File: src/hw/irxm_pkg.sv
// Shared constants and types for the upper isochronous receive channel mask
package irxm_pkg;

  // Register map, byte addresses
  localparam logic [7:0] IRXM_OFS_MASK_SET = 8'h70;
  localparam logic [7:0] IRXM_OFS_MASK_CLR = 8'h74;

  // Mask reset value; the stored mask has no documented reset state
  localparam logic [31:0] IRXM_MASK_RST = 32'h0000_0000;

  // Mask geometry: bit k selects channel k plus the base
  localparam int unsigned IRXM_MASK_W = 32;
  localparam int unsigned IRXM_CHAN_W = 6;
  localparam logic [5:0] IRXM_CHAN_BASE = 6'h20;

  // AXI4-Lite response codes
  localparam logic [1:0] IRXM_RESP_OKAY = 2'h0;
  localparam logic [1:0] IRXM_RESP_SLVERR = 2'h2;

  // Write and read channel states
  typedef enum logic {IRXM_WS_COLLECT, IRXM_WS_RESP} irxm_wst_t;
  typedef enum logic {IRXM_RS_IDLE, IRXM_RS_DATA} irxm_rst_t;

  // Held write data beat
  typedef struct packed {
    logic [31:0] data;
    logic [3:0] strb;
  } irxm_wbeat_t;

  // Incoming packet header as seen by the filter
  typedef struct packed {
    logic valid;
    logic [5:0] chan;
  } irxm_pkt_t;

  // Filter verdict
  typedef struct packed {
    logic done;
    logic accept;
    logic upper;
  } irxm_verdict_t;

endpackage

File: src/hw/irxm_chan_filter.sv
// Per-packet channel filter against the upper channel mask
`timescale 1ns/1ps
`default_nettype none
module irxm_chan_filter
  import irxm_pkg::*;
(
  // Clock and reset
  input wire logic clk,
  input wire logic rst_n,
  // Mask and link gate
  input wire logic [IRXM_MASK_W-1:0] mask,
  input wire logic link_on,
  // Packet in, verdict out
  input wire irxm_pkt_t pkt,
  output irxm_verdict_t verdict
);

  irxm_verdict_t verdict_r;
  irxm_verdict_t verdict_nxt;
  logic upper;

  // Only channels from the base upward belong to this mask
  assign upper = (pkt.chan >= IRXM_CHAN_BASE);
  assign verdict = verdict_r;

  always_comb
  begin
    verdict_nxt.done = pkt.valid;
    verdict_nxt.upper = pkt.valid && upper;
    // Disabled link drops everything regardless of the mask
    verdict_nxt.accept = pkt.valid && upper && link_on
      && mask[5'(pkt.chan - IRXM_CHAN_BASE)];
  end

  always_ff @(posedge clk or negedge rst_n)
  begin
    if (!rst_n)
    begin
      verdict_r <= '0;
    end
    else
    begin
      verdict_r <= verdict_nxt;
    end
  end

endmodule
`default_nettype wire

File: src/hw/irxm_slot.sv
// One-entry holding slot for an AXI4-Lite address or data beat
`timescale 1ns/1ps
`default_nettype none
module irxm_slot
  import irxm_pkg::*;
#(
  parameter int unsigned W = 8
)
(
  // Clock and reset
  input wire logic clk,
  input wire logic rst_n,
  // Source side
  input wire logic in_valid,
  input wire logic [W-1:0] in_data,
  output logic in_ready,
  // Holding side
  input wire logic block,
  input wire logic take,
  output logic held_valid,
  output logic [W-1:0] held_data
);

  logic valid_r;
  logic valid_nxt;
  logic [W-1:0] data_r;
  logic [W-1:0] data_nxt;

  // One beat at a time; stays closed while the write is answered
  assign in_ready = !valid_r && !block;
  assign held_valid = valid_r;
  assign held_data = data_r;

  always_comb
  begin
    valid_nxt = valid_r;
    data_nxt = data_r;
    if (take)
    begin
      valid_nxt = 1'b0;
    end
    else if (in_valid && in_ready)
    begin
      valid_nxt = 1'b1;
      data_nxt = in_data;
    end
  end

  always_ff @(posedge clk or negedge rst_n)
  begin
    if (!rst_n)
    begin
      valid_r <= 1'b0;
      data_r <= '0;
    end
    else
    begin
      valid_r <= valid_nxt;
      data_r <= data_nxt;
    end
  end

endmodule
`default_nettype wire

File: src/hw/irxm_top.sv
// Upper isochronous receive channel mask with AXI4-Lite set/clear access
`timescale 1ns/1ps
`default_nettype none

// Operation
// - Hold one mask bit for each of the upper 32 isochronous channels.
// - Mask reachable at set address 70h and clear address 74h, one store.
// - Read at either address returns the stored mask, no side effect.
// - Mask bit k governs channel k plus 32; bit 31 is channel 63.
// - A one in a channel's bit lets packets on that channel be accepted.
// - With the link gate low, no packet is accepted at all.
module irxm_top
  import irxm_pkg::*;
#(
  parameter int unsigned AW = 8
)
(
  // Clock and reset
  input wire logic clk,
  input wire logic rst_n,
  // AXI4-Lite write address
  input wire logic s_axi_awvalid,
  output logic s_axi_awready,
  input wire logic [AW-1:0] s_axi_awaddr,
  input wire logic [2:0] s_axi_awprot,
  // AXI4-Lite write data
  input wire logic s_axi_wvalid,
  output logic s_axi_wready,
  input wire logic [31:0] s_axi_wdata,
  input wire logic [3:0] s_axi_wstrb,
  // AXI4-Lite write response
  output logic s_axi_bvalid,
  input wire logic s_axi_bready,
  output logic [1:0] s_axi_bresp,
  // AXI4-Lite read address
  input wire logic s_axi_arvalid,
  output logic s_axi_arready,
  input wire logic [AW-1:0] s_axi_araddr,
  input wire logic [2:0] s_axi_arprot,
  // AXI4-Lite read data
  output logic s_axi_rvalid,
  input wire logic s_axi_rready,
  output logic [31:0] s_axi_rdata,
  output logic [1:0] s_axi_rresp,
  // Link gate from the host control logic, same clock
  input wire logic link_active_gate,
  // Received packet header
  input wire irxm_pkt_t pkt_in,
  // Filter verdict, one cycle after the header
  output irxm_verdict_t pkt_verdict,
  // Mask as seen by the receive logic
  output logic [IRXM_MASK_W-1:0] chan_mask,
  output logic upper_chan_top_enable,
  output logic upper_chan_bottom_enable
);

  ////////////////////////////////////////////////////////////////////////////
  // Declarations

  logic [IRXM_MASK_W-1:0] mask_r;
  logic [IRXM_MASK_W-1:0] mask_nxt;
  irxm_wst_t wst_r;
  irxm_wst_t wst_nxt;
  logic [1:0] bresp_r;
  logic [1:0] bresp_nxt;
  irxm_rst_t rst_r;
  irxm_rst_t rst_nxt;
  logic [31:0] rdata_r;
  logic [31:0] rdata_nxt;
  logic [1:0] rresp_r;
  logic [1:0] rresp_nxt;

  logic aw_held;
  logic [AW-1:0] aw_addr;
  logic w_held;
  irxm_wbeat_t w_beat;
  irxm_wbeat_t w_in;
  logic wr_go;
  logic wr_block;
  logic set_hit;
  logic clr_hit;
  logic rd_take;
  logic rd_hit;
  logic [31:0] strb_bits;
  logic sel_bit;

  ////////////////////////////////////////////////////////////////////////////
  // Address and data holding slots

  assign w_in = '{data: s_axi_wdata, strb: s_axi_wstrb};
  assign wr_block = (wst_r != IRXM_WS_COLLECT);

  irxm_slot #(.W(AW)) u_aw_slot (
    .clk(clk),
    .rst_n(rst_n),
    .in_valid(s_axi_awvalid),
    .in_data(s_axi_awaddr),
    .in_ready(s_axi_awready),
    .block(wr_block),
    .take(wr_go),
    .held_valid(aw_held),
    .held_data(aw_addr)
  );

  irxm_slot #(.W($bits(irxm_wbeat_t))) u_w_slot (
    .clk(clk),
    .rst_n(rst_n),
    .in_valid(s_axi_wvalid),
    .in_data(w_in),
    .in_ready(s_axi_wready),
    .block(wr_block),
    .take(wr_go),
    .held_valid(w_held),
    .held_data(w_beat)
  );

  ////////////////////////////////////////////////////////////////////////////
  // Write decode and mask update

  // Both addresses land on the same stored mask
  assign set_hit = (aw_addr[AW-1:2] == IRXM_OFS_MASK_SET[AW-1:2]);
  assign clr_hit = (aw_addr[AW-1:2] == IRXM_OFS_MASK_CLR[AW-1:2]);
  assign wr_go = aw_held && w_held && (wst_r == IRXM_WS_COLLECT);

  // Byte strobes widen into a bit mask; unstrobed lanes are left alone
  always_comb
  begin
    for (int b = 0; b < 4; b++)
    begin
      strb_bits[b*8 +: 8] = {8{w_beat.strb[b]}};
    end
  end

  always_comb
  begin
    mask_nxt = mask_r;
    wst_nxt = wst_r;
    bresp_nxt = bresp_r;
    unique case (wst_r)
      IRXM_WS_COLLECT:
      begin
        if (wr_go)
        begin
          wst_nxt = IRXM_WS_RESP;
          bresp_nxt = IRXM_RESP_OKAY;
          if (set_hit)
          begin
            mask_nxt = mask_r | (w_beat.data & strb_bits);
          end
          else if (clr_hit)
          begin
            mask_nxt = mask_r & ~(w_beat.data & strb_bits);
          end
          else
          begin
            bresp_nxt = IRXM_RESP_SLVERR;
          end
        end
      end
      IRXM_WS_RESP:
      begin
        if (s_axi_bready)
        begin
          wst_nxt = IRXM_WS_COLLECT;
        end
      end
    endcase
  end

  always_ff @(posedge clk or negedge rst_n)
  begin
    if (!rst_n)
    begin
      mask_r <= IRXM_MASK_RST;
      wst_r <= IRXM_WS_COLLECT;
      bresp_r <= IRXM_RESP_OKAY;
    end
    else
    begin
      mask_r <= mask_nxt;
      wst_r <= wst_nxt;
      bresp_r <= bresp_nxt;
    end
  end

  assign s_axi_bvalid = (wst_r == IRXM_WS_RESP);
  assign s_axi_bresp = bresp_r;

  ////////////////////////////////////////////////////////////////////////////
  // Read channel

  assign s_axi_arready = (rst_r == IRXM_RS_IDLE);
  assign rd_take = s_axi_arvalid && s_axi_arready;
  assign rd_hit = (s_axi_araddr[AW-1:2] == IRXM_OFS_MASK_SET[AW-1:2])
    || (s_axi_araddr[AW-1:2] == IRXM_OFS_MASK_CLR[AW-1:2]);

  always_comb
  begin
    rst_nxt = rst_r;
    rdata_nxt = rdata_r;
    rresp_nxt = rresp_r;
    unique case (rst_r)
      IRXM_RS_IDLE:
      begin
        if (rd_take)
        begin
          rst_nxt = IRXM_RS_DATA;
          // Reading never touches the mask itself
          rdata_nxt = rd_hit ? mask_r : 32'h0000_0000;
          rresp_nxt = rd_hit ? IRXM_RESP_OKAY : IRXM_RESP_SLVERR;
        end
      end
      IRXM_RS_DATA:
      begin
        if (s_axi_rready)
        begin
          rst_nxt = IRXM_RS_IDLE;
        end
      end
    endcase
  end

  always_ff @(posedge clk or negedge rst_n)
  begin
    if (!rst_n)
    begin
      rst_r <= IRXM_RS_IDLE;
      rdata_r <= 32'h0000_0000;
      rresp_r <= IRXM_RESP_OKAY;
    end
    else
    begin
      rst_r <= rst_nxt;
      rdata_r <= rdata_nxt;
      rresp_r <= rresp_nxt;
    end
  end

  assign s_axi_rvalid = (rst_r == IRXM_RS_DATA);
  assign s_axi_rdata = rdata_r;
  assign s_axi_rresp = rresp_r;

  ////////////////////////////////////////////////////////////////////////////
  // Receive side

  assign chan_mask = mask_r;
  assign upper_chan_top_enable = mask_r[31];
  assign upper_chan_bottom_enable = mask_r[0];

  irxm_chan_filter u_filter (
    .clk(clk),
    .rst_n(rst_n),
    .mask(mask_r),
    .link_on(link_active_gate),
    .pkt(pkt_in),
    .verdict(pkt_verdict)
  );

  ////////////////////////////////////////////////////////////////////////////
  // Checks

  assign sel_bit = mask_r[pkt_in.chan[4:0]];

  a_set_write: assert property (
    @(posedge clk) disable iff (!rst_n)
    wr_go && set_hit && (w_beat.strb == 4'hf)
    |=> mask_r == ($past(mask_r) | $past(w_beat.data)))
    else $error("set write did not OR data into mask");

  a_clr_write: assert property (
    @(posedge clk) disable iff (!rst_n)
    wr_go && clr_hit && (w_beat.strb == 4'hf)
    |=> mask_r == ($past(mask_r) & ~$past(w_beat.data)))
    else $error("clear write did not remove bits from mask");

  a_two_addr: assert property (
    @(posedge clk) disable iff (!rst_n)
    wr_go && !set_hit && !clr_hit |=> $stable(mask_r) && s_axi_bvalid
      && (s_axi_bresp == IRXM_RESP_SLVERR))
    else $error("unmapped write changed mask or was not refused");

  a_read_value: assert property (
    @(posedge clk) disable iff (!rst_n)
    rd_take && rd_hit |=> s_axi_rvalid && (s_axi_rdata == $past(mask_r))
      && (s_axi_rresp == IRXM_RESP_OKAY))
    else $error("read did not return stored mask");

  a_mask_hold: assert property (
    @(posedge clk) disable iff (!rst_n)
    !wr_go |=> $stable(mask_r))
    else $error("mask changed without a write");

  a_top_channel: assert property (
    @(posedge clk) disable iff (!rst_n)
    pkt_in.valid && (pkt_in.chan == 6'h3f) && link_active_gate
    |=> pkt_verdict.done && (pkt_verdict.accept == $past(mask_r[31])))
    else $error("channel 63 not governed by mask bit 31");

  a_accept_hit: assert property (
    @(posedge clk) disable iff (!rst_n)
    pkt_in.valid && pkt_in.chan[5] && link_active_gate
    |=> pkt_verdict.upper && (pkt_verdict.accept == $past(sel_bit)))
    else $error("upper channel verdict disagrees with mask bit");

  a_lower_reject: assert property (
    @(posedge clk) disable iff (!rst_n)
    pkt_in.valid && !pkt_in.chan[5] |=> !pkt_verdict.accept && !pkt_verdict.upper)
    else $error("lower channel accepted by upper mask");

  a_link_off: assert property (
    @(posedge clk) disable iff (!rst_n)
    !link_active_gate |=> !pkt_verdict.accept)
    else $error("packet accepted while link gate low");

  a_bresp_hold: assert property (
    @(posedge clk) disable iff (!rst_n)
    s_axi_bvalid && !s_axi_bready |=> s_axi_bvalid && $stable(s_axi_bresp))
    else $error("write response dropped before bready");

endmodule
`default_nettype wire

File: config.mk
export PLATFORM = sky130hd
export DESIGN_NAME = irxm_top
export DESIGN_NICKNAME = d
export VERILOG_FILES = /design/src/hw/irxm_pkg.sv /design/src/hw/irxm_chan_filter.sv /design/src/hw/irxm_slot.sv /design/src/hw/irxm_top.sv
export SDC_FILE = /design/constraint.sdc
export NUM_CORES = 1
export LEC_CHECK = 0
export ABC_AREA = 1
export BUFFER_PORTS_ARGS = -buffer_cell sky130_fd_sc_hd__buf_2
export CAP_MARGIN = 20
export CORE_ASPECT_RATIO = 1.1
export CORE_MARGIN = 5
export CORE_UTILIZATION = 43
export CTS_BUF_LIST = sky130_fd_sc_hd__clkbuf_2
export DETAILED_ROUTE_END_ITERATION = 7
export GPL_ROUTABILITY_DRIVEN = 1
export PLACE_DENSITY = 0.77
export SLEW_MARGIN = 0
export SYNTH_ARGS = -nofsm -noshare
export SYNTH_HDL_FRONTEND = slang
export SYNTH_SLANG_ARGS = --single-unit
File: constraint.sdc
create_clock -name clk -period 1.4 [get_ports clk]
set_input_delay 0.14 -clock clk [delete_from_list [all_inputs] [get_ports clk]]
set_output_delay 0.14 -clock clk [all_outputs]
set_load 0.01 [all_outputs]
==> After elaboration in Yosys (flattened, before gate mapping) <==
Cells that the tools add are included.
{ "word_totals": {"ff_bits": 119, "elab_cells": 67, "inputBits": 73} }
{ "op_classes": {"addsub": 1, "n_reduce_logical": 22, "n_mux": 18, "order_cmp": 2, "eq_ne": 4, "bitwise": 7} }
{ "ops": {"columns": ["operator", "count"], "rows": [
  ["two-way mux 32 bit", 3],
  ["AND 32 bit", 2],
  ["NOT 32 bit", 1],
  ["bitwise OR 32 bit", 1],
  ["== test 6 x 5 -> 1 bit, second input constant", 4],
  ["logical AND 1 bit", 10],
  ["two-way mux 1 bit", 9],
  ["AND reduction 2 bit", 4],
  [">= comparator 6 bit, second input constant", 1],
  ["less-than comparator 5 x 6 -> 1 bit, second input constant", 1],
  ["two-way mux 2 bit", 3],
  ["nonzero test 2 bit", 3],
  ["binary-select mux 1 bit (select 5 bit)", 1],
  ["subtractor 5 x 1 -> 5 bit, second input constant", 1],
  ["case mux 1 bit (2 select lines)", 2],
  ["logical NOT 1 bit", 3],
  ["NOT 1 bit", 3],
  ["AND reduction 3 bit", 1],
  ["logical OR 1 bit", 1]
]} }

==> Logic depth before layout (Yosys ltp) <==
{ "depth": {"depth_word": 5, "depth_mapped": 11, "ltp_nobuf": 9} }

==> Hierarchy <==
A second synthesis with hierarchy kept.
{ "unflattened": {"hier_cells": 701, "hier_area_um2": 5671.7} }
{ "modules_own_cells": {"columns": ["module", "area_per_inst_um2", "instances", "cells_per_inst"], "rows": [
  ["irxm_top", 3276.9, 1, 415],
  ["irxm_slot (u_w_slot)", 1515.2, 1, 161],
  ["irxm_chan_filter", 508.0, 1, 86],
  ["irxm_slot (u_aw_slot)", 371.6, 1, 39]
]} }

==> Least setup slack after synthesis <==
Ideal clock, no wire load.
{ "synth_path": {"kind": "register to register", "startpoint": "register wst_r (netlist: s_axi_bvalid)", "endpoint": "register with a tool-made name", "stages_incl_launch_ff": 8, "t_required_ns": 1.283, "arrival_time_ns": 1.393, "synth_period_minus_slack_ns": 1.510, "slack_ns": -0.110, "cell_sequence": "dfrtp_1 > inv_2 > nand3_2 > nor3_4 > buf_6 > nand3_1 > nand2_1 > nand2_1"} }
{ "synth_rtl": {"columns": ["item", "line", "text"], "rows": [
  ["start: declaration", "irxm_top.sv:62", "irxm_wst_t wst_r;"],
  ["start signal: assignment", "irxm_top.sv:181", "wst_r <= wst_nxt;"]
]} }

==> Final worst setup path <==
{ "layout_path": {"startpoint": "register wst_r (netlist: s_axi_bvalid)", "endpoint": "output port s_axi_awready"} }
{ "layout_between": {"elab_chain_len": 2} }
{ "layout_rtl": {"columns": ["item", "line", "text"], "rows": [
  ["logical NOT 1 bit", "irxm_slot.sv:30", "assign in_ready = !valid_r && !block;"],
  ["logical AND 1 bit", "irxm_slot.sv:30", null],
  ["end: declaration", "irxm_top.sv:23", "output logic s_axi_awready,"]
]} }
Every way passes these cells.

==> out/metrics.cfg <==
[setup_path]
critPathKind=flop to primary output
cp_slowest_cell=dfrtp_2
critPathRequiredTime_ps=1260
r2r_cells=8
path_buf_inv=2
start_kind=flop
crit_path_frequent_cell=buf_6
crit_chain=buf_6 > nor2_4 > buf_6
critPathTopFamily=flip-flops
crit_fanout=3
cp-end-kind=primary output
cp_slowest_stage_delay_ps=480
r2r-start=s_axi_bvalid
r2r_slack_ps=-270
cp.arrival_ps=1540

[timing]
fmax_mhz=594
layout_setup_ws_ps=-285
tightestPinTransition_ps=831
skew_ps=38.9
slew_violations=0
hold_viol_final=0
fin_crit_sh_pct=120
setup_viol=90
min_period_ps=1680
relSlewSlack_pct=44.6
rsz0062_at_grt=yes

[final_layout]
instances_no_fill=965
fin_nets=875
antenna_cells=0
area_growth_pct=58.3
fill_cells=809
drive_gt1_share_pct=44.3
postLayoutCellArea_mm2=0.00802

[floorplan]
die_y_um=124
core_area_mm2=0.0115
start_util_pct=44.1
ioPinCount=151
rows=41
dieArea_mm2=0.0141
die_width_um=113

[yosys]
ys.warnings.count=0
ys_ff_latch=115
async_flop_share_pct=100
netlist_area_mm2=0.00506
yosysUniqueCellTypes=19
yosysMostFrequentCell=nand2_1
synth_top_area_share_pct=56.8
avgSynthCellArea_um2=9.65
synth_common_cells=nand2_1, dfrtp_1, nand3_1
seq_area_frac_synth_pct=56.8
synth_edf_count=0
synthCells=525
yosys.area.top_type=dfrtp_1
synth_area_leaders=dfrtp_1, nand2_1, mux2_2
ys.flop_type=dfrtp_1

[clocking]
cts.path.max_buffers=2
htree_levels=4
clock-root-buffer=clkbuf_2
cts.clk_slew.worst_paths_ps=180
cts_made_buffers=17
clk_latency_ps=700
cts_sinks=115
cts_tree=built

[global_routing]
grt_pass1_wl_mm=25.2
grt_use_total_pct=23.5
antenna_found_initial=0
grt_pass1_vias=5022
overflow=0
grt_max_degree=62

[detailed_routing]
drtAntennaViolNets=0
vias=5025
drcViolationCount=0
drt_pass1_iterations=5
via_per_inst=5.21
wl_mm=17.8
first_iter_violations=369
routedWlPerCell_um=18.4

[min_path]
min_path_type=input port to flop
min_from=pkt_in[6]
whs_path_depth=2
holdPathEnd=u_filter.verdict[2]

[place]
dp_cells=798
dpl_cell_area_mm2=0.00599
portBuffers=137
dp_hpwl_mm=8.99
gp_congestion=0.772

[run_status]
status=complete, but fails checks
violations=negative setup slack

[job]
cap_viol_max_count=0

[power_and_ir_drop]
p_leak_nw=3.96
irDropWorstVdd_mv=1.03
p_total_mw=10.4
power_density_mw_per_mm2=1290

-- layout by cell type, fill, tap and decap left out, types with 25 or more instances in the layout --
master	Yosys	final
buf_6	6	25
mux2_2	40	38
buf_2	10	116
nand2_1	143	134
dfrtp_1	115	112
nand3_2	2	28
nand4_1	33	33
dlygate4sd3_1	0	58
inv_1	45	43
buf_4	12	69
-- metal layers --
layer,vias to the layer above,part of all wire (%),track usage (%)
met1,2451,38,27.0
met3,54,6.1,6.61
met4,0,3.8,11.6
met5,-,0,0
li1,2291,-,-
met2,229,53,40.4
-- cell families after synthesis --
kind of cell / Yosys count / synth area share, %
other: 1 / 0.0740
flip-flops: 115 / 56.8
buffers and inverters: 81 / 8.03
multiplexers: 40 / 8.89
AND/OR/NAND/NOR: 245 / 21.9
AO/OA/AOI/OAI: 43 / 4.30
-- report_power, final --
group | total, mW | leakage, nW | internal [mW] | switching, mW
Clock | 2.34 | 0.146 | 1.01 | 1.33
Combinational | 2.94 | 2.33 | 1.72 | 1.22
Sequential | 5.09 | 1.49 | 4.01 | 1.08
Total | 10.4 | 3.96 | 6.74 | 3.63
-- final cells by class --
type | instances | area [um^2] | share of cell area [%]
flip-flops and latches | 115 | 2880 | 36.0
repair buffers | 291 | 2470 | 30.8
multi-input cells | 330 | 2040 | 25.5
well taps | 150 | 188 | 2.34
inverters | 47 | 176 | 2.20
clock inverters | 13 | 160 | 2.00
clock buffers | 19 | 95.1 | 1.19
-- how the worst max path moves through the flow --
stage                           start       endpoint  cells past startpoint
2_1_floorplan  u_aw_slot.held_data[3]           flop                      7
3_3_place_gp   u_aw_slot.held_data[3]           flop                      7
3_5_place_dp   u_aw_slot.held_data[3]           flop                      7
4_1_cts                  s_axi_bvalid  s_axi_awready                      3
5_1_grt                  s_axi_bvalid  s_axi_awready                      3
6_report                 s_axi_bvalid  s_axi_awready                      3
-- per-stage QoR --
stage | worst slack [ps] | TNS, ps | utilization [%] | hold slack [ps]
after floorplan | -82.5 | -2230 | - | -156
after global placement | -76.8 | -1530 | 52.1 | 163
after detailed placement | -141 | -3380 | 52.1 | 167
after CTS | -302 | -17880 | 65.7 | 26.0
after global routing | -385 | -23780 | 69.8 | 58.5
final | -285 | -12960 | 69.8 | 114
-- what timing repair did --
action                                 in CTS  in global routing
gates resized for setup                    46                 63
pin swaps                                  25                 33
setup endpoints to repair                 116                182
setup buffers                              45                 26
endpoints found under the hold margin     196                 11
gates cloned                                7                  6
hold buffers                               57                  1
No activity file was read; power rests on OpenSTA's default activity.
